## src/logic/psm_pkg.sv

```systemverilog
// Purpose: Constants for the power saving mode controller
// Assumes: One 25 MHz clock, synchronous active-high reset
// Notes:   Mode select codes follow the two clock mode control bits
// Functional notes
// - Low power entered only on STOP execution
// - Three modes: stop, wake timer, RC watchdog
// - Pending interrupt flag makes STOP a no-op
// - Full stop halts oscillator, timer0, prescaler
// - Ports keep data and direction while asleep
// - Program counter holds address after STOP
// - Select bits 00 choose full stop
// - Full stop ends on reset or external irq
// - Master enable picks vectoring or plain resume
// - External wake from stop counts 00 to FF
// - Wake timer keeps oscillator, prescaler, timer0
// - Wake timer select one chooses wake mode
// - Wake mode ends on reset, overflow, irq
// - Wake mode release skips stabilisation count
// - RC mode runs RC osc, watchdog releases
package psm_pkg;
   localparam int        SEL_W          = 2;
   localparam int        SEL_WAKE_BIT   = 1;
   localparam int        SEL_RC_BIT     = 0;
   localparam int        STAT_W         = 8;
   localparam int        STAT_IE_BIT    = 2;
   localparam int        BIT_W          = 8;
   localparam logic [7:0] BIT_START     = 8'h00;
   localparam logic [7:0] BIT_LAST      = 8'hFF;
   localparam int        STAB_TIME_MS   = 20;
   typedef enum logic [2:0] {
      PSM_RUN    = 3'b000,
      PSM_STOP   = 3'b001,
      PSM_RC_WD  = 3'b011,
      PSM_WAKE   = 3'b010,
      PSM_STAB   = 3'b110,
      PSM_RESUME = 3'b100
   } psm_state_e;
endpackage

```

## src/logic/psm_stab_counter.sv

```systemverilog
// Purpose: Basic interval timer run for oscillator stabilisation
// Assumes: Tick input comes from the selected prescaler tap
// Notes:   Overflow pulse when count passes its last value
`timescale 1ns/1ps
module psm_stab_counter (
   // Clock and reset
   input  wire logic              mclk_i,
   input  wire logic              rst_i,
   // Control
   input  wire logic              start_i,
   input  wire logic              tick_i,
   // Result
   output logic                   ovf_o,
   output logic [psm_pkg::BIT_W-1:0] count_o
);
   logic [psm_pkg::BIT_W-1:0] cnt_reg;
   logic [psm_pkg::BIT_W-1:0] cnt_next;
   logic                      ovf_reg;
   logic                      ovf_next;

   always_comb begin
      cnt_next = cnt_reg;
      ovf_next = 1'b0;
      if (start_i) begin
         cnt_next = psm_pkg::BIT_START;
      end else if (tick_i) begin
         if (cnt_reg == psm_pkg::BIT_LAST) begin
            ovf_next = 1'b1;
         end
         cnt_next = cnt_reg + 8'h01;
      end
   end

   always_ff @(posedge mclk_i) begin
      if (rst_i) begin
         cnt_reg <= psm_pkg::BIT_START;
         ovf_reg <= 1'b0;
      end else begin
         cnt_reg <= cnt_next;
         ovf_reg <= ovf_next;
      end
   end

   assign ovf_o   = ovf_reg;
   assign count_o = cnt_reg;
endmodule

```

## src/logic/psm_ctrl.sv

```systemverilog
// Purpose: Power saving mode sequencer: entry, hold and release
// Assumes: CPU pulses stop_exec_i when STOP completes
// Notes:   Gates are levels; resume pulses tell the CPU how to go on
`timescale 1ns/1ps
module psm_ctrl (
   // Clock and reset
   input  wire logic                       mclk_i,
   input  wire logic                       rst_i,
   // CPU side
   input  wire logic                       stop_exec_i,
   input  wire logic [psm_pkg::SEL_W-1:0]  mode_sel_i,
   input  wire logic                       irq_pending_i,
   input  wire logic [psm_pkg::STAT_W-1:0] program_status_word_i,
   // Release sources
   input  wire logic                       ext_irq_pin_a_i,
   input  wire logic                       ext_irq_pin_b_i,
   input  wire logic                       timer0_ovf_i,
   input  wire logic                       rc_wdt_event_i,
   input  wire logic                       watchdog_reset_select_i,
   input  wire logic                       bit_tick_i,
   // Clock gating
   output logic                            osc_en_o,
   output logic                            cpu_run_o,
   output logic                            timer0_en_o,
   output logic                            presc_en_o,
   output logic                            presc_2048_only_o,
   output logic                            rc_osc_en_o,
   output logic                            port_hold_o,
   output logic                            pc_hold_o,
   // Resume
   output logic                            vector_irq_o,
   output logic                            resume_next_o,
   output logic                            wdt_reset_o,
   output logic                            sleeping_o
);
   psm_pkg::psm_state_e st_reg;
   psm_pkg::psm_state_e st_next;
   logic                vec_reg, vec_next;
   logic                res_reg, res_next;
   logic                wrst_reg, wrst_next;
   logic                iflag_reg, iflag_next;
   logic                stab_start;
   logic                stab_ovf;
   logic                ext_irq;

   assign ext_irq = ext_irq_pin_a_i | ext_irq_pin_b_i;

   psm_stab_counter u_stab (
      .mclk_i  (mclk_i),
      .rst_i   (rst_i),
      .start_i (stab_start),
      .tick_i  (bit_tick_i),
      .ovf_o   (stab_ovf),
      .count_o ()
   );

   ////////////////////////////////////////////////////////////////////////////
   // Mode sequencing
   always_comb begin
      st_next    = st_reg;
      vec_next   = 1'b0;
      res_next   = 1'b0;
      wrst_next  = 1'b0;
      iflag_next = iflag_reg;
      stab_start = 1'b0;
      case (st_reg)
         psm_pkg::PSM_RUN: begin
            if (stop_exec_i && !irq_pending_i) begin
               iflag_next = program_status_word_i[psm_pkg::STAT_IE_BIT];
               if (mode_sel_i[psm_pkg::SEL_WAKE_BIT]) begin
                  st_next = psm_pkg::PSM_WAKE;
               end else if (mode_sel_i[psm_pkg::SEL_RC_BIT]) begin
                  st_next = psm_pkg::PSM_RC_WD;
               end else begin
                  st_next = psm_pkg::PSM_STOP;
               end
            end
         end
         psm_pkg::PSM_STOP: begin
            if (ext_irq) begin
               st_next    = psm_pkg::PSM_STAB;
               stab_start = 1'b1;
            end
         end
         psm_pkg::PSM_RC_WD: begin
            if (rc_wdt_event_i && watchdog_reset_select_i) begin
               st_next   = psm_pkg::PSM_RUN;
               wrst_next = 1'b1;
            end else if (ext_irq || rc_wdt_event_i) begin
               st_next    = psm_pkg::PSM_STAB;
               stab_start = 1'b1;
            end
         end
         psm_pkg::PSM_WAKE: begin
            if (ext_irq || timer0_ovf_i) begin
               st_next = psm_pkg::PSM_RESUME;
            end
         end
         psm_pkg::PSM_STAB: begin
            if (stab_ovf) begin
               st_next = psm_pkg::PSM_RESUME;
            end
         end
         psm_pkg::PSM_RESUME: begin
            st_next  = psm_pkg::PSM_RUN;
            vec_next = iflag_reg;
            res_next = !iflag_reg;
         end
         default: begin
            st_next = psm_pkg::PSM_RUN;
         end
      endcase
   end

   always_ff @(posedge mclk_i) begin
      if (rst_i) begin
         st_reg    <= psm_pkg::PSM_RUN;
         vec_reg   <= 1'b0;
         res_reg   <= 1'b0;
         wrst_reg  <= 1'b0;
         iflag_reg <= 1'b0;
      end else begin
         st_reg    <= st_next;
         vec_reg   <= vec_next;
         res_reg   <= res_next;
         wrst_reg  <= wrst_next;
         iflag_reg <= iflag_next;
      end
   end

   ////////////////////////////////////////////////////////////////////////////
   // Registered clock gates
   logic osc_reg, osc_next;
   logic cpu_reg, cpu_next;
   logic t0_reg, t0_next;
   logic pre_reg, pre_next;
   logic p2k_reg, p2k_next;
   logic rc_reg, rc_next;
   logic slp_reg, slp_next;

   always_comb begin
      osc_next = 1'b1;
      cpu_next = 1'b1;
      t0_next  = 1'b1;
      pre_next = 1'b1;
      p2k_next = 1'b0;
      rc_next  = 1'b0;
      slp_next = 1'b1;
      case (st_next)
         psm_pkg::PSM_RUN: begin
            slp_next = 1'b0;
         end
         psm_pkg::PSM_STOP: begin
            osc_next = 1'b0;
            cpu_next = 1'b0;
            t0_next  = 1'b0;
            pre_next = 1'b0;
         end
         psm_pkg::PSM_RC_WD: begin
            osc_next = 1'b0;
            cpu_next = 1'b0;
            t0_next  = 1'b0;
            pre_next = 1'b0;
            rc_next  = 1'b1;
         end
         psm_pkg::PSM_WAKE: begin
            cpu_next = 1'b0;
            p2k_next = 1'b1;
         end
         psm_pkg::PSM_STAB: begin
            cpu_next = 1'b0;
            t0_next  = 1'b0;
         end
         psm_pkg::PSM_RESUME: begin
            cpu_next = 1'b0;
         end
         default: begin
            slp_next = 1'b0;
         end
      endcase
   end

   always_ff @(posedge mclk_i) begin
      if (rst_i) begin
         osc_reg <= 1'b1;
         cpu_reg <= 1'b1;
         t0_reg  <= 1'b1;
         pre_reg <= 1'b1;
         p2k_reg <= 1'b0;
         rc_reg  <= 1'b0;
         slp_reg <= 1'b0;
      end else begin
         osc_reg <= osc_next;
         cpu_reg <= cpu_next;
         t0_reg  <= t0_next;
         pre_reg <= pre_next;
         p2k_reg <= p2k_next;
         rc_reg  <= rc_next;
         slp_reg <= slp_next;
      end
   end

   assign osc_en_o          = osc_reg;
   assign cpu_run_o         = cpu_reg;
   assign timer0_en_o       = t0_reg;
   assign presc_en_o        = pre_reg;
   assign presc_2048_only_o = p2k_reg;
   assign rc_osc_en_o       = rc_reg;
   assign port_hold_o       = slp_reg;
   assign pc_hold_o         = slp_reg;
   assign sleeping_o        = slp_reg;
   assign vector_irq_o      = vec_reg;
   assign resume_next_o     = res_reg;
   assign wdt_reset_o       = wrst_reg;

   ////////////////////////////////////////////////////////////////////////////
   // Checks
   property p_pending_blocks;
      @(posedge mclk_i) disable iff (rst_i)
      (st_reg == psm_pkg::PSM_RUN && stop_exec_i && irq_pending_i) |=> (st_reg == psm_pkg::PSM_RUN);
   endproperty
   a_pending_blocks: assert property (p_pending_blocks) else $error("stop entered with irq pending");

   property p_stop_osc_off;
      @(posedge mclk_i) disable iff (rst_i)
      (st_reg == psm_pkg::PSM_RUN && stop_exec_i && !irq_pending_i && mode_sel_i == 2'b00)
         |=> (!osc_en_o && !timer0_en_o && !presc_en_o && !cpu_run_o);
   endproperty
   a_stop_osc_off: assert property (p_stop_osc_off) else $error("full stop left clocks on");

   property p_wake_sel;
      @(posedge mclk_i) disable iff (rst_i)
      (st_reg == psm_pkg::PSM_RUN && stop_exec_i && !irq_pending_i && mode_sel_i[1])
         |=> (osc_en_o && timer0_en_o && presc_2048_only_o && !cpu_run_o);
   endproperty
   a_wake_sel: assert property (p_wake_sel) else $error("wake timer mode gating wrong");

   property p_rc_sel;
      @(posedge mclk_i) disable iff (rst_i)
      (st_reg == psm_pkg::PSM_RUN && stop_exec_i && !irq_pending_i && mode_sel_i == 2'b01)
         |=> (rc_osc_en_o && !osc_en_o);
   endproperty
   a_rc_sel: assert property (p_rc_sel) else $error("rc watchdog mode gating wrong");

   property p_no_stop_entry;
      @(posedge mclk_i) disable iff (rst_i)
      (st_reg == psm_pkg::PSM_RUN && !stop_exec_i) |=> !sleeping_o;
   endproperty
   a_no_stop_entry: assert property (p_no_stop_entry) else $error("sleep without stop");

   property p_wake_fast;
      @(posedge mclk_i) disable iff (rst_i)
      (st_reg == psm_pkg::PSM_WAKE && timer0_ovf_i) |=> ##1 (cpu_run_o && (vector_irq_o ^ resume_next_o));
   endproperty
   a_wake_fast: assert property (p_wake_fast) else $error("wake release not immediate");

   property p_stop_holds;
      @(posedge mclk_i) disable iff (rst_i)
      (st_reg == psm_pkg::PSM_STOP && !ext_irq) |=> (st_reg == psm_pkg::PSM_STOP);
   endproperty
   a_stop_holds: assert property (p_stop_holds) else $error("stop left without release");

   property p_stab_wait;
      @(posedge mclk_i) disable iff (rst_i)
      (st_reg == psm_pkg::PSM_STAB && !stab_ovf) |=> !cpu_run_o;
   endproperty
   a_stab_wait: assert property (p_stab_wait) else $error("ran before stabilisation");

   property p_iflag_vector;
      @(posedge mclk_i) disable iff (rst_i)
      (st_reg == psm_pkg::PSM_RESUME) |=> (vector_irq_o == $past(iflag_reg) && resume_next_o == !$past(iflag_reg));
   endproperty
   a_iflag_vector: assert property (p_iflag_vector) else $error("resume path wrong");

   property p_hold_ports;
      @(posedge mclk_i) disable iff (rst_i)
      (port_hold_o == (st_reg != psm_pkg::PSM_RUN)) && (pc_hold_o == (st_reg != psm_pkg::PSM_RUN));
   endproperty
   a_hold_ports: assert property (p_hold_ports) else $error("ports or pc not held");
endmodule

```

## config.mk

```make
export PLATFORM = sky130hd
export DESIGN_NAME = psm_ctrl
export DESIGN_NICKNAME = d
export VERILOG_FILES = /design/src/logic/psm_pkg.sv /design/src/logic/psm_stab_counter.sv /design/src/logic/psm_ctrl.sv
export SDC_FILE = /design/constraint.sdc
export NUM_CORES = 1
export LEC_CHECK = 0
export BUFFER_PORTS_ARGS = -buffer_cell sky130_fd_sc_hd__clkbuf_2
export CAP_MARGIN = 10
export CORE_ASPECT_RATIO = 0.75
export CORE_MARGIN = 2
export CORE_UTILIZATION = 30
export DETAILED_ROUTE_END_ITERATION = 16
export SLEW_MARGIN = 20
export SYNTH_ARGS = -nofsm -noshare
export SYNTH_HDL_FRONTEND = slang
export SYNTH_HIERARCHICAL = 1
export SYNTH_SLANG_ARGS = --single-unit
```

## constraint.sdc

```tcl
create_clock -name mclk_i -period 4.6 [get_ports mclk_i]
set_input_delay 0 -clock mclk_i [delete_from_list [all_inputs] [get_ports mclk_i]]
set_output_delay 0 -clock mclk_i [all_outputs]
set_load 0.02 [all_outputs]
```

### After elaboration in Yosys (flattened, before gate mapping)

Cells that the tools add are included.

| storage, ports and cells | value |
|---|---|
| flip-flop bits (word level) | 22 |
| output and inout bits | 12 |
| logic and storage cells | 65 |

| cells by class | value |
|---|---|
| reductions and logical operators | 15 |
| equal/unequal tests | 11 |
| add/sub/neg operators | 1 |
| bitwise operators | 4 |
| muxes and demuxes | 21 |

Operator list:

| operator | number |
|---|---|
| 3-bit 2-to-1 mux | 6 |
| 3-bit one-hot mux with 5 select lines | 1 |
| 3-bit by 2-bit equality test with 1-bit output, second input constant | 4 |
| 3-bit equality test, second input constant | 4 |
| 1-bit 2-to-1 mux | 11 |
| 8-bit by 1-bit adder with 8-bit output, second input constant | 1 |
| 8-bit equality test, second input constant | 1 |
| 2-bit OR reduction | 4 |
| 3-bit by 1-bit equality test with 1-bit output, second input constant | 2 |
| 3-bit OR reduction | 2 |
| 5-bit OR reduction | 1 |
| 2-bit 2-to-1 mux | 2 |
| 3-bit zero test | 1 |
| 1-bit inverter | 3 |
| 1-bit logical AND | 2 |
| 1-bit zero test | 2 |
| 1-bit logical OR | 2 |
| 1-bit one-hot mux with 2 select lines | 1 |
| 2-bit AND reduction | 1 |
| 1-bit bitwise OR | 1 |

### Longest topological paths before layout

Gate-level depths: netlist of the first run.

| depth | value |
|---|---|
| depth in word-level cells | 8 |
| gate-level depth with buffers | 6 |

### Hierarchy

Netlist of the first run, hierarchy kept.

By module, submodules not included:

| module | cells each | area each (sq um) | instances | seq. area each (sq um) |
|---|---|---|---|---|
| psm_ctrl | 51 | 535.5 | 1 | 260.2 |
| psm_stab_counter | 43 | 387.9 | 1 | 180.2 |

### Least setup slack after synthesis of the first run

OpenSTA, ideal clock, no wires.

| timing | value |
|---|---|
| path kind | register -> register |
| start | register st_reg[0] |
| end | register cpu_reg, in the netlist cpu_run_o |
| cell stages (with the launch flop) | 5 |
| setup time | 0.138 ns |
| required time | 4.462 ns |
| period minus slack after synthesis | 1.603 ns |
| buffers on the path | 0 |
| setup slack | 2.997 ns |
| data arrival time | 1.465 ns |
| path through | dfxtp_1 -> or4b_4 -> or2_4 -> o221ai_1 -> o21ai_0 |

| between the ends | value |
|---|---|
| cells in the longest elaborated chain, start to end | 6 |

Ends and longest elaborated chain:

| element | line | source |
|---|---|---|
| start: declaration | psm_ctrl.sv:36 | `psm_pkg::psm_state_e st_reg;` |
| start signal: assignment | psm_ctrl.sv:117 | `st_reg <= psm_pkg::PSM_RUN;` |
| start signal: assignment | psm_ctrl.sv:123 | `st_reg <= st_next;` |
| 3-bit 2-to-1 mux | psm_ctrl.sv:89 | `end else if (ext_irq \|\| rc_wdt_event_i) begin` |
| 3-bit 2-to-1 mux | psm_ctrl.sv:86 | `if (rc_wdt_event_i && watchdog_reset_select_i) begin` |
| 3-bit one-hot mux with 5 select lines (*) | psm_ctrl.sv:66 | `case (st_reg)` |
| 3-bit equality test, or another cell as far along | psm_ctrl.sv:149 | `case (st_next)` |
| 5-bit OR reduction (no line) (*) | -- |  |
| 1-bit 2-to-1 mux (*) | psm_ctrl.sv:149 |  |
| end signal: assignment | psm_ctrl.sv:194 | `cpu_reg <= cpu_next;` |
| end: declaration | psm_ctrl.sv:134 | `logic cpu_reg, cpu_next;` |

Every way passes the cells marked *; elsewhere a longest branch is shown, timed or not.
A chain may end at the register's enable or synchronous reset.

### Final worst setup path of the first run

Ends and elaborated chain as after synthesis.

==> flow_metrics.env, run 1 <==
export IMPL_place_gp_congestion=0.7612
export IMPL_mostFrequentLayoutCell="clkbuf_2"
export IMPL_synth_seq_cells=22
export IMPL_initial_core_util_pct=31.46
export IMPL_combPwrFrac_pct=14.6
export IMPL_cts_resized_gates=0
export IMPL_clock_sinks=22
export IMPL_p_int_w=0.0003022
export IMPL_synth_flop_cell="dfxtp_1"
export IMPL_critPathRequiredTime_ns=4.73
export IMPL_grt_pass1_vias=681
export IMPL_drt_iter0_drc=13
export IMPL_dpl_cell_count=150
export IMPL_ant_nets=0
export IMPL_synthAdderAreaFrac_pct=1.355
export IMPL_cts_htree_levels=1
export IMPL_hold_start="rst_i"
export IMPL_vdd_ir_drop_worst_mv=0.1142
export IMPL_synth_simple_area_share_pct=27.24
export IMPL_port_buffer_count=24
export IMPL_total_power_w=0.0003995
export IMPL_finalSetupViolations=0
export IMPL_crit_arrival_ns=1.88
export IMPL_fillCellCount=305
export IMPL_grt_pass1_wl_mm=2.973
export IMPL_drt_vias_per_instance=4.729
export IMPL_cts_made_buffers=3
export IMPL_netlist_cell_type_count=38
export IMPL_p_leak_nw=0.4756
export IMPL_dieArea_um2=3542
export IMPL_rrSetupSlack_ns=2.84
export IMPL_critPathLaunchType="flop"
export IMPL_synthToLayoutAreaGrowth_pct=20.73
export IMPL_clockBufferDepth=2
export IMPL_dp_hpwl_mm=1.371
export IMPL_clk_pin_slew_ns=0.07
export IMPL_final_nets=139
export IMPL_post_cts_setup_buffer_count=0
export IMPL_antenna_cells=0
export IMPL_die_h_um=52.05
export IMPL_slew_violations=0
export IMPL_synth_edf_count=0
export IMPL_crit_type="reg -> reg"
export IMPL_clock_power_share_pct=33.5
export IMPL_clock_skew_ns=0.001267
export IMPL_drt_wl_total_mm=1.734
export IMPL_fin_crit_ns=1.757
export IMPL_synth_compound_area_share_pct=10.57
export IMPL_largest_reg_flops=8
export IMPL_holdPathStages=2
export IMPL_r2r_start="st_reg[0]$_SDFF_PP0_"
export IMPL_hold_end="iflag_reg$_SDFFE_PP0P_"
export IMPL_reg2reg_depth=4
export IMPL_final_cell_mix="clkbuf_2, dfxtp_1, nor2_1, nand2_1"
export IMPL_worstSetupStartpoint="st_reg[0]$_SDFF_PP0_"
export IMPL_routedWlPerCell_um=11.19
export IMPL_synthXorXnorAreaFrac_pct=3.794
export IMPL_grt_start_max_net_pins=13
export IMPL_synthMuxAreaShare_pct=4.472
export IMPL_cts_hold_buffers=1
export IMPL_fin_setup_tns_ns=0
export IMPL_netlist_instances=94
export IMPL_grtUsageTotal_pct=11.74
export IMPL_timing_worst_slew_pin_value_ns=0.5925
export IMPL_post_route_drc_count=0
export IMPL_avgSynthCellArea_um2=9.823
export IMPL_clockRootBuffer="clkbuf_8"
export IMPL_p_seq_share_pct=51.9
export IMPL_synth_seq_area_share_pct=47.70
export IMPL_fmax_mhz=569.3
export IMPL_cp_end_kind="flop"
export IMPL_synth_area_um2=923.4
export IMPL_drive_gt1_share_pct=29.91
export IMPL_status="completed"
export IMPL_fin_crit_sh_pct=38.19
export IMPL_synthArstFlopShare_pct=0
export IMPL_clk_latency_ns=0.26
export IMPL_cts_tree="built"
export IMPL_firstDrtPassIters=4
export IMPL_core_um2=2935
export IMPL_sw_frac_of_total_pct=24.37
export IMPL_num_rows=17
export IMPL_p_per_area_nw_per_um2=358.4
export IMPL_reg2reg_to="cpu_run_o$_SDFF_PP1_"
export IMPL_hold_class="in -> reg"
export IMPL_antenna_found_initial=0
export IMPL_finalHoldViolCount=0
export IMPL_die_w_um=68.06
export IMPL_pin_count=32
export IMPL_slew_headroom_pct=60.00
export IMPL_syn_num_nets=115
export IMPL_path_max_fanout=6
export IMPL_rsz0062_at_grt="false"
export IMPL_cap_violations=0
export IMPL_synth_warnings=6
export IMPL_p_sw_w=0.00009737
export IMPL_vias=733
export IMPL_final_cells=155
export IMPL_overflow=0
export IMPL_synth_top_family_by_area="simple AND/OR/NAND/NOR gates"
-- logic make-up (layout without fill, tap and decap cells) --
group,count (synthesis),count (layout)
mux,4,4
buf+inv,7,30
flops,22,22
fa+ha+maj,1,1
xor+xnor,4,4
simple gates,42,42
compound gates,14,14
-- cells in the mapped netlist (all sizes together), types with 2 or more instances --
cell	count	area share (%)
dfxtp	22	48
nor2	10	4.1
nand2	6	2.4
a21oi	4	2.2
buf	4	3.7
or3	4	2.7
mux2i	3	3.3
nand3	3	1.6
nor3	3	1.6
o21ai	3	1.6
xor2	3	2.8
and3	2	1.4
clkbuf	2	0.81
nand4	2	2.0
nor2b	2	1.4
or2	2	1.6
-- worst max path at each step --
stage | cells past startpoint | slack [ns] | end
floorplan | 4 | 3.00 | cpu_run_o$_SDFF_PP1_
global placement | 4 | 2.88 | cpu_run_o$_SDFF_PP1_
detailed placement | 4 | 2.87 | cpu_run_o$_SDFF_PP1_
CTS | 4 | 2.85 | cpu_run_o$_SDFF_PP1_
global route | 4 | 2.75 | cpu_run_o$_SDFF_PP1_
finish | 4 | 2.84 | cpu_run_o$_SDFF_PP1_
-- power by group through the flow --
| stage | sequential, W | combinational, W | clock (W) |
|---|---|---|---|
| 6_report | 0.000207 | 0.0000582 | 0.000134 |
| 5_1_grt | 0.000209 | 0.0000641 | 0.000148 |
| 4_1_cts | 0.000207 | 0.0000585 | 0.000140 |
| 3_5_place_dp | 0.000212 | 0.0000577 | 0 |
| 3_3_place_gp | 0.000211 | 0.0000564 | 0 |
| 2_1_floorplan | 0.000215 | 0.0000395 | 0 |
-- area by class of cell --
cell class | count | area, µm² | area share (%)
flip-flops and latches | 22 | 440.4 | 39.51
repair buffers | 25 | 130.1 | 11.67
inverters | 1 | 3.754 | 0.3367
multi-input cells | 65 | 437.9 | 39.28
clock buffers | 4 | 55.05 | 4.938
well taps | 38 | 47.55 | 4.265
-- critical path: stages, from the launching register on --
cell	delay, ns
dfxtp_1	0.35
or4b_4	0.55
or2_4	0.26
o221ai_1	0.33
o21ai_0	0.14
-- per-layer routing --
layer	share of wire (%)	vias up	GRT usage, %
met5	0	-	0
met4	2.7	0	9.000
met3	5.4	4	1.948
met2	42	20	16.50
met1	50	331	15.78
li1	-	378	-
-- through the flow --
step	worst slack [ns]	util, %	instance area, µm²	hold slack (ns)
5_1_grt	2.753	37.98	1115	0.02406
2_1_floorplan	2.997	-	923.4	0.07238
6_report	2.843	37.98	1115	0.009226
3_5_place_dp	2.873	35.76	1050	0.2484
3_3_place_gp	2.877	35.76	1050	0.2410
4_1_cts	2.851	37.98	1115	0.0008579
Note: power is estimated with default switching activity, not from simulation.
==> run 2, diff against run 1 <==
clock period = 1.7 ns   (was 4.6 ns; I/O delays follow)
==> flow_metrics.env, run 2 (synthesis gave the netlist of run 1 again) <==
export IMPL_fillCellCount=298
export IMPL_fmax_mhz=601.9
export IMPL_critPathMaxStageDelay_ns=0.53
export IMPL_drt_wl_total_mm=1.840
export IMPL_dieArea_um2=3542
export IMPL_critPathLaunchType="flop"
export IMPL_ant_nets=0
export IMPL_grtUsageTotal_pct=11.26
export IMPL_cts_tree="built"
export IMPL_dp_hpwl_mm=1.432
export IMPL_synthToLayoutAreaGrowth_pct=23.85
export IMPL_finalHoldViolCount=0
export IMPL_antenna_found_initial=0
export IMPL_firstDrtPassIters=4
export IMPL_initial_core_util_pct=31.46
export IMPL_holdPathStages=2
export IMPL_grt_pass1_vias=691
export IMPL_final_nets=142
export IMPL_mostFrequentLayoutCell="clkbuf_2"
export IMPL_status="completed"
export IMPL_clock_sinks=22
export IMPL_cts_made_buffers=3
export IMPL_overflow=0
export IMPL_crit_type="reg -> reg"
export IMPL_fin_area_um2=1144
export IMPL_p_leak_nw=0.4925
export IMPL_p_sw_w=0.0002676
export IMPL_crit_arrival_ns=1.85
export IMPL_fin_util_pct=38.96
export IMPL_timing_worst_slew_pin_value_ns=0.6127
export IMPL_port_buffer_count=24
export IMPL_cp_end_kind="flop"
export IMPL_grt_start_max_net_pins=13
export IMPL_clockBufferDepth=2
export IMPL_holdWs_ns=0.02255
export IMPL_rsz0062_at_grt="false"
export IMPL_pin_count=32
export IMPL_hold_start="rst_i"
export IMPL_reg2reg_depth=4
export IMPL_rrSetupSlack_ns=0.04
export IMPL_clockRootBuffer="clkbuf_8"
export IMPL_drt_iter0_drc=11
export IMPL_fin_crit_sh_pct=97.73
export IMPL_drt_vias_per_instance=4.728
export IMPL_vdd_ir_drop_worst_mv=0.2608
export IMPL_hold_class="in -> reg"
export IMPL_clock_power_share_pct=33.3
export IMPL_placed_area_um2=1072
export IMPL_fin_crit_ns=1.661
export IMPL_reg2reg_to="presc_2048_only_o$_SDFF_PP0_"
export IMPL_hold_end="iflag_reg$_SDFFE_PP0P_"
export IMPL_slew_violations=0
export IMPL_slew_headroom_pct=58.63
export IMPL_clock_skew_ns=0.001796
export IMPL_final_cell_mix="clkbuf_2, dfxtp_1, nor2_1, nand2_1"
export IMPL_die_w_um=68.06
export IMPL_clk_latency_ns=0.26
export IMPL_largest_reg_flops=8
export IMPL_grt_pass1_wl_mm=2.939
export IMPL_cts_htree_levels=1
export IMPL_clk_pin_slew_ns=0.07
export IMPL_crit_chain="or4b_4 -> or2_4 -> o221a_1 -> nor3b_2"
export IMPL_antenna_cells=0
export IMPL_critPathRequiredTime_ns=1.89
export IMPL_routedWlPerCell_um=11.65
export IMPL_p_int_w=0.0008244
export IMPL_drive_gt1_share_pct=32.50
export IMPL_path_max_fanout=4
export IMPL_combPwrFrac_pct=15.7
export IMPL_sw_frac_of_total_pct=24.51
export IMPL_die_h_um=52.05
export IMPL_vias=747
export IMPL_place_gp_congestion=0.7810
export IMPL_core_um2=2935
export IMPL_crit_path_top_delay_cell="or4b_4"
export IMPL_p_seq_share_pct=51.0
export IMPL_finalSetupViolations=0
export IMPL_post_route_drc_count=0
export IMPL_p_per_area_nw_per_um2=954.9
export IMPL_r2r_start="st_reg[1]$_SDFF_PP0_"
export IMPL_num_rows=17
export IMPL_fin_setup_tns_ns=0
export IMPL_cap_violations=0
[run 2: changes by cell type in the layout (fill, tap and decap cells not counted), sizes merged]
cell,previous run,this run
buf,0,3
[run 2: metal layers]
layer / vias up / track usage (%) / share of wire, %
met2: 26 / 17.80 / 45
li1: 385 / - / -
met1: 336 / 14.69 / 49
met3: 0 / 2.381 / 5.9
met4: 0 / 5.000 / 0
met5: - / 0 / 0
[run 2: layout make-up]
| type | instances | area (µm²) | share of cell area [%] |
|---|---|---|---|
| multi-input combinational | 65 | 444.2 | 38.84 |
| sequential | 22 | 440.4 | 38.51 |
| timing repair buffer | 28 | 152.6 | 13.35 |
| clock buffer | 4 | 55.05 | 4.814 |
| tap | 38 | 47.55 | 4.158 |
| inverter | 1 | 3.754 | 0.3282 |
[run 2: repair_timing]
action / CTS / global route
resized for setup: 1 / 0
hold buffers: 1 / 0
setup buffers: 0 / 0
endpoints found under the hold margin: 1 / 0
endpoints found under the setup margin: 1 / 0
[run 2: critical path: cells and delay by family (launching register included)]
| kind | cells | cell delay [ns] |
|---|---|---|
| simple gates | 3 | 0.95 |
| compound gates | 1 | 0.30 |
| flops | 1 | 0.34 |
[run 2: power by group through the flow]
stage	Combinational (W)	Clock, W	Sequential, W
2_1_floorplan	0.000107	0	0.000582
3_3_place_gp	0.000165	0	0.000567
6_report	0.000172	0.000364	0.000557
3_5_place_dp	0.000167	0	0.000569
5_1_grt	0.000188	0.000396	0.000560
4_1_cts	0.000172	0.000376	0.000557
[run 2: metrics by stage]
stage	power, W	worst slack, ns	instances
after floorplan	0.0006893	0.09707	94
after global placement	0.0007321	0.03630	153
after detailed placement	0.0007356	0.008840	153
after CTS	0.001105	0.04646	158
after global routing	0.001144	0.003813	158
final	0.001092	0.03862	158
[run 2: how the worst max path moves through the flow]
stage                               from  slack (ns)                      endpoint  depth (start not counted)
floorplan           st_reg[0]$_SDFF_PP0_         0.1          cpu_run_o$_SDFF_PP1_                          4
global placement    st_reg[1]$_SDFF_PP0_        0.04          cpu_run_o$_SDFF_PP1_                          4
detailed placement  st_reg[1]$_SDFF_PP0_       0.009          cpu_run_o$_SDFF_PP1_                          4
CTS                 st_reg[1]$_SDFF_PP0_        0.05  presc_2048_only_o$_SDFF_PP0_                          4
global route        st_reg[1]$_SDFF_PP0_       0.004          pc_hold_o$_SDFF_PP0_                          4
finish              st_reg[1]$_SDFF_PP0_        0.04  presc_2048_only_o$_SDFF_PP0_                          4
==> run 3, diff against run 2 <==
MAX_ROUTING_LAYER = met4   (was not set)
SYNTH_HIERARCHICAL = not set   (was 1)
==> flow_metrics.env, run 3 <==
export IMPL_rsz0062_at_grt="false"
export IMPL_grt_start_max_net_pins=14
export IMPL_die_w_um=67.80
export IMPL_die_h_um=51.85
export IMPL_final_nets=142
export IMPL_path_max_fanout=6
export IMPL_synth_most_common_cell="dfxtp_1"
export IMPL_cp_end_kind="flop"
export IMPL_synthArstFlopShare_pct=0
export IMPL_clock_skew_ns=0.005962
export IMPL_finalSetupViolations=0
export IMPL_clk_pin_slew_ns=0.08
export IMPL_yosysTopAreaCellShare_pct=48.09
export IMPL_antenna_found_initial=0
export IMPL_cts_tree="built"
export IMPL_reg2reg_depth=4
export IMPL_clock_sinks=22
export IMPL_fmax_mhz=615.4
export IMPL_synthToLayoutAreaGrowth_pct=28.69
export IMPL_p_per_area_nw_per_um2=1035
export IMPL_netlist_cell_type_count=37
export IMPL_clockBufferDepth=2
export IMPL_syn_num_nets=114
export IMPL_grtUsageTotal_pct=10.93
export IMPL_fin_util_pct=40.15
export IMPL_place_gp_congestion=0.8292
export IMPL_ys_top_cells_by_area="dfxtp_1, xor2_1, nor2_1"
export IMPL_post_route_drc_count=0
export IMPL_synthTopCellsByCount="dfxtp_1, nor2_1, nand2_1, nand3_1, xor2_1"
export IMPL_final_cell_mix="clkbuf_2, dfxtp_1, nor2_1"
export IMPL_pin_count=32
export IMPL_timing_worst_slew_pin_value_ns=0.4754
export IMPL_synth_warnings=0
export IMPL_num_rows=17
export IMPL_cap_violations=0
export IMPL_hold_class="in -> reg"
export IMPL_grt_pass1_wl_mm=2.801
export IMPL_core_um2=2935
export IMPL_clk_latency_ns=0.26
export IMPL_routedWlPerCell_um=11.00
export IMPL_synth_seq_area_share_pct=48.09
export IMPL_mostFrequentLayoutCell="clkbuf_2"
export IMPL_port_buffer_count=24
export IMPL_cts_htree_levels=1
export IMPL_status="completed"
export IMPL_synth_top_cell_by_area="dfxtp_1"
export IMPL_fin_crit_ns=1.625
export IMPL_cts_made_buffers=3
export IMPL_critPathLaunchType="flop"
export IMPL_rrSetupSlack_ns=0.07
export IMPL_synth_edf_count=0
export IMPL_fin_setup_tns_ns=0
export IMPL_drt_vias_per_instance=4.677
export IMPL_overflow=0
export IMPL_hold_start="watchdog_reset_select_i"
export IMPL_critPathRequiredTime_ns=1.90
export IMPL_vias=739
export IMPL_reg2reg_to="presc_2048_only_o$_SDFF_PP0_"
export IMPL_worstSetupStartpoint="st_reg[0]$_SDFF_PP0_"
export IMPL_firstDrtPassIters=4
export IMPL_vdd_ir_drop_worst_mv=0.5913
export IMPL_largest_reg_flops=8
export IMPL_avgSynthCellArea_um2=9.848
export IMPL_crit_type="reg -> reg"
export IMPL_slew_violations=0
export IMPL_r2r_start="st_reg[0]$_SDFF_PP0_"
export IMPL_synth_flop_cell="dfxtp_1"
export IMPL_p_leak_nw=0.4953
export IMPL_antenna_cells=0
export IMPL_dieArea_um2=3515
export IMPL_drive_gt1_share_pct=32.50
export IMPL_netlist_instances=93
export IMPL_initial_core_util_pct=31.20
export IMPL_crit_end="presc_2048_only_o$_SDFF_PP0_"
export IMPL_slew_headroom_pct=68.06
export IMPL_grt_pass1_vias=686
export IMPL_crit_arrival_ns=1.82
export IMPL_finalHoldViolCount=0
export IMPL_synth_seq_cells=22
export IMPL_synth_area_um2=915.9
export IMPL_drt_iter0_drc=30
export IMPL_ant_nets=0
export IMPL_drt_wl_total_mm=1.738
export IMPL_fin_crit_sh_pct=95.59
export IMPL_clockRootBuffer="clkbuf_8"
run 3: cell types whose count changed after synthesis, sizes merged, moves of 2 or more:
| cell | delta |
|---|---|
| and3 | -2 |
| or3 | -2 |
| xor2 | +2 |
| nand3 | +2 |
run 3: repair_timing:
| item | in CTS | in global routing |
|---|---|---|
| hold buffers | 2 | 0 |
| endpoints found under the setup margin | 0 | 4 |
| setup buffers | 0 | 0 |
| endpoints found under the hold margin | 3 | 0 |
| resized for setup | 0 | 3 |
run 3: worst min path at each step:
stage,to,slack (ns),depth (start not counted)
final,wdt_reset_o$_SDFF_PP0_,0.03,3
after global routing,wdt_reset_o$_SDFF_PP0_,0.03,3
after global placement,iflag_reg$_SDFFE_PP0P_,0.24,3
after detailed placement,wdt_reset_o$_SDFF_PP0_,0.26,2
after CTS,wdt_reset_o$_SDFF_PP0_,0.02,3
after floorplan,iflag_reg$_SDFFE_PP0P_,0.07,1
run 3: final cells by class:
type | count | area (µm²)
flip-flops and latches | 22 | 441.7
clock buffers | 3 | 41.29
repair buffers | 28 | 155.1
well taps | 38 | 47.55
multi-input cells | 65 | 459.2
inverters | 1 | 3.754
clock inverters | 1 | 30.03
fillers | 301 | 1757
run 3: critical path: stages (launching register included):
cell and delay, ns:
dfxtp_2 0.35, or4b_4 0.55, or2_4 0.28, o221a_4 0.23, nor3b_2 0.16
run 3: metrics by stage:
step	std cells	setup slack [ns]	instance area, µm²	hold slack (ns)	total power (W)
after floorplan	93	0.1649	915.9	0.07238	0.0006893
after global placement	152	0.08001	1067	0.2393	0.0007353
after detailed placement	152	0.06133	1067	0.2562	0.0007391
after CTS	158	0.04613	1159	0.01711	0.001230
after global routing	158	0.02789	1179	0.02917	0.001281
final	158	0.07496	1179	0.02614	0.001220
run 3: kinds of logic after synthesis:
| kind of cell | synth area share [%] |
|---|---|
| AOI/OAI and AO/OA | 11.34 |
| xor gates and xnor gates | 5.738 |
| adders and majority gates | 1.366 |
| buffers and inverters | 3.824 |
| DFF | 48.09 |
| muxes | 2.186 |
| and+or+nand+nor | 27.46 |
run 3: power by group:
part | internal, W | leakage, nW | total (W) | switching (W)
logic | 0.0000797 | 0.280 | 0.000175 | 0.0000954
registers | 0.000541 | 0.179 | 0.000561 | 0.0000205
clock network | 0.000315 | 0.0357 | 0.000484 | 0.000170
run 3: metal layers:
layer / share of wire, % / track usage (%)
met5: 0 / -
met4: 0 / 1.000
met3: 9.1 / 5.411
met2: 45 / 17.32
met1: 46 / 13.08
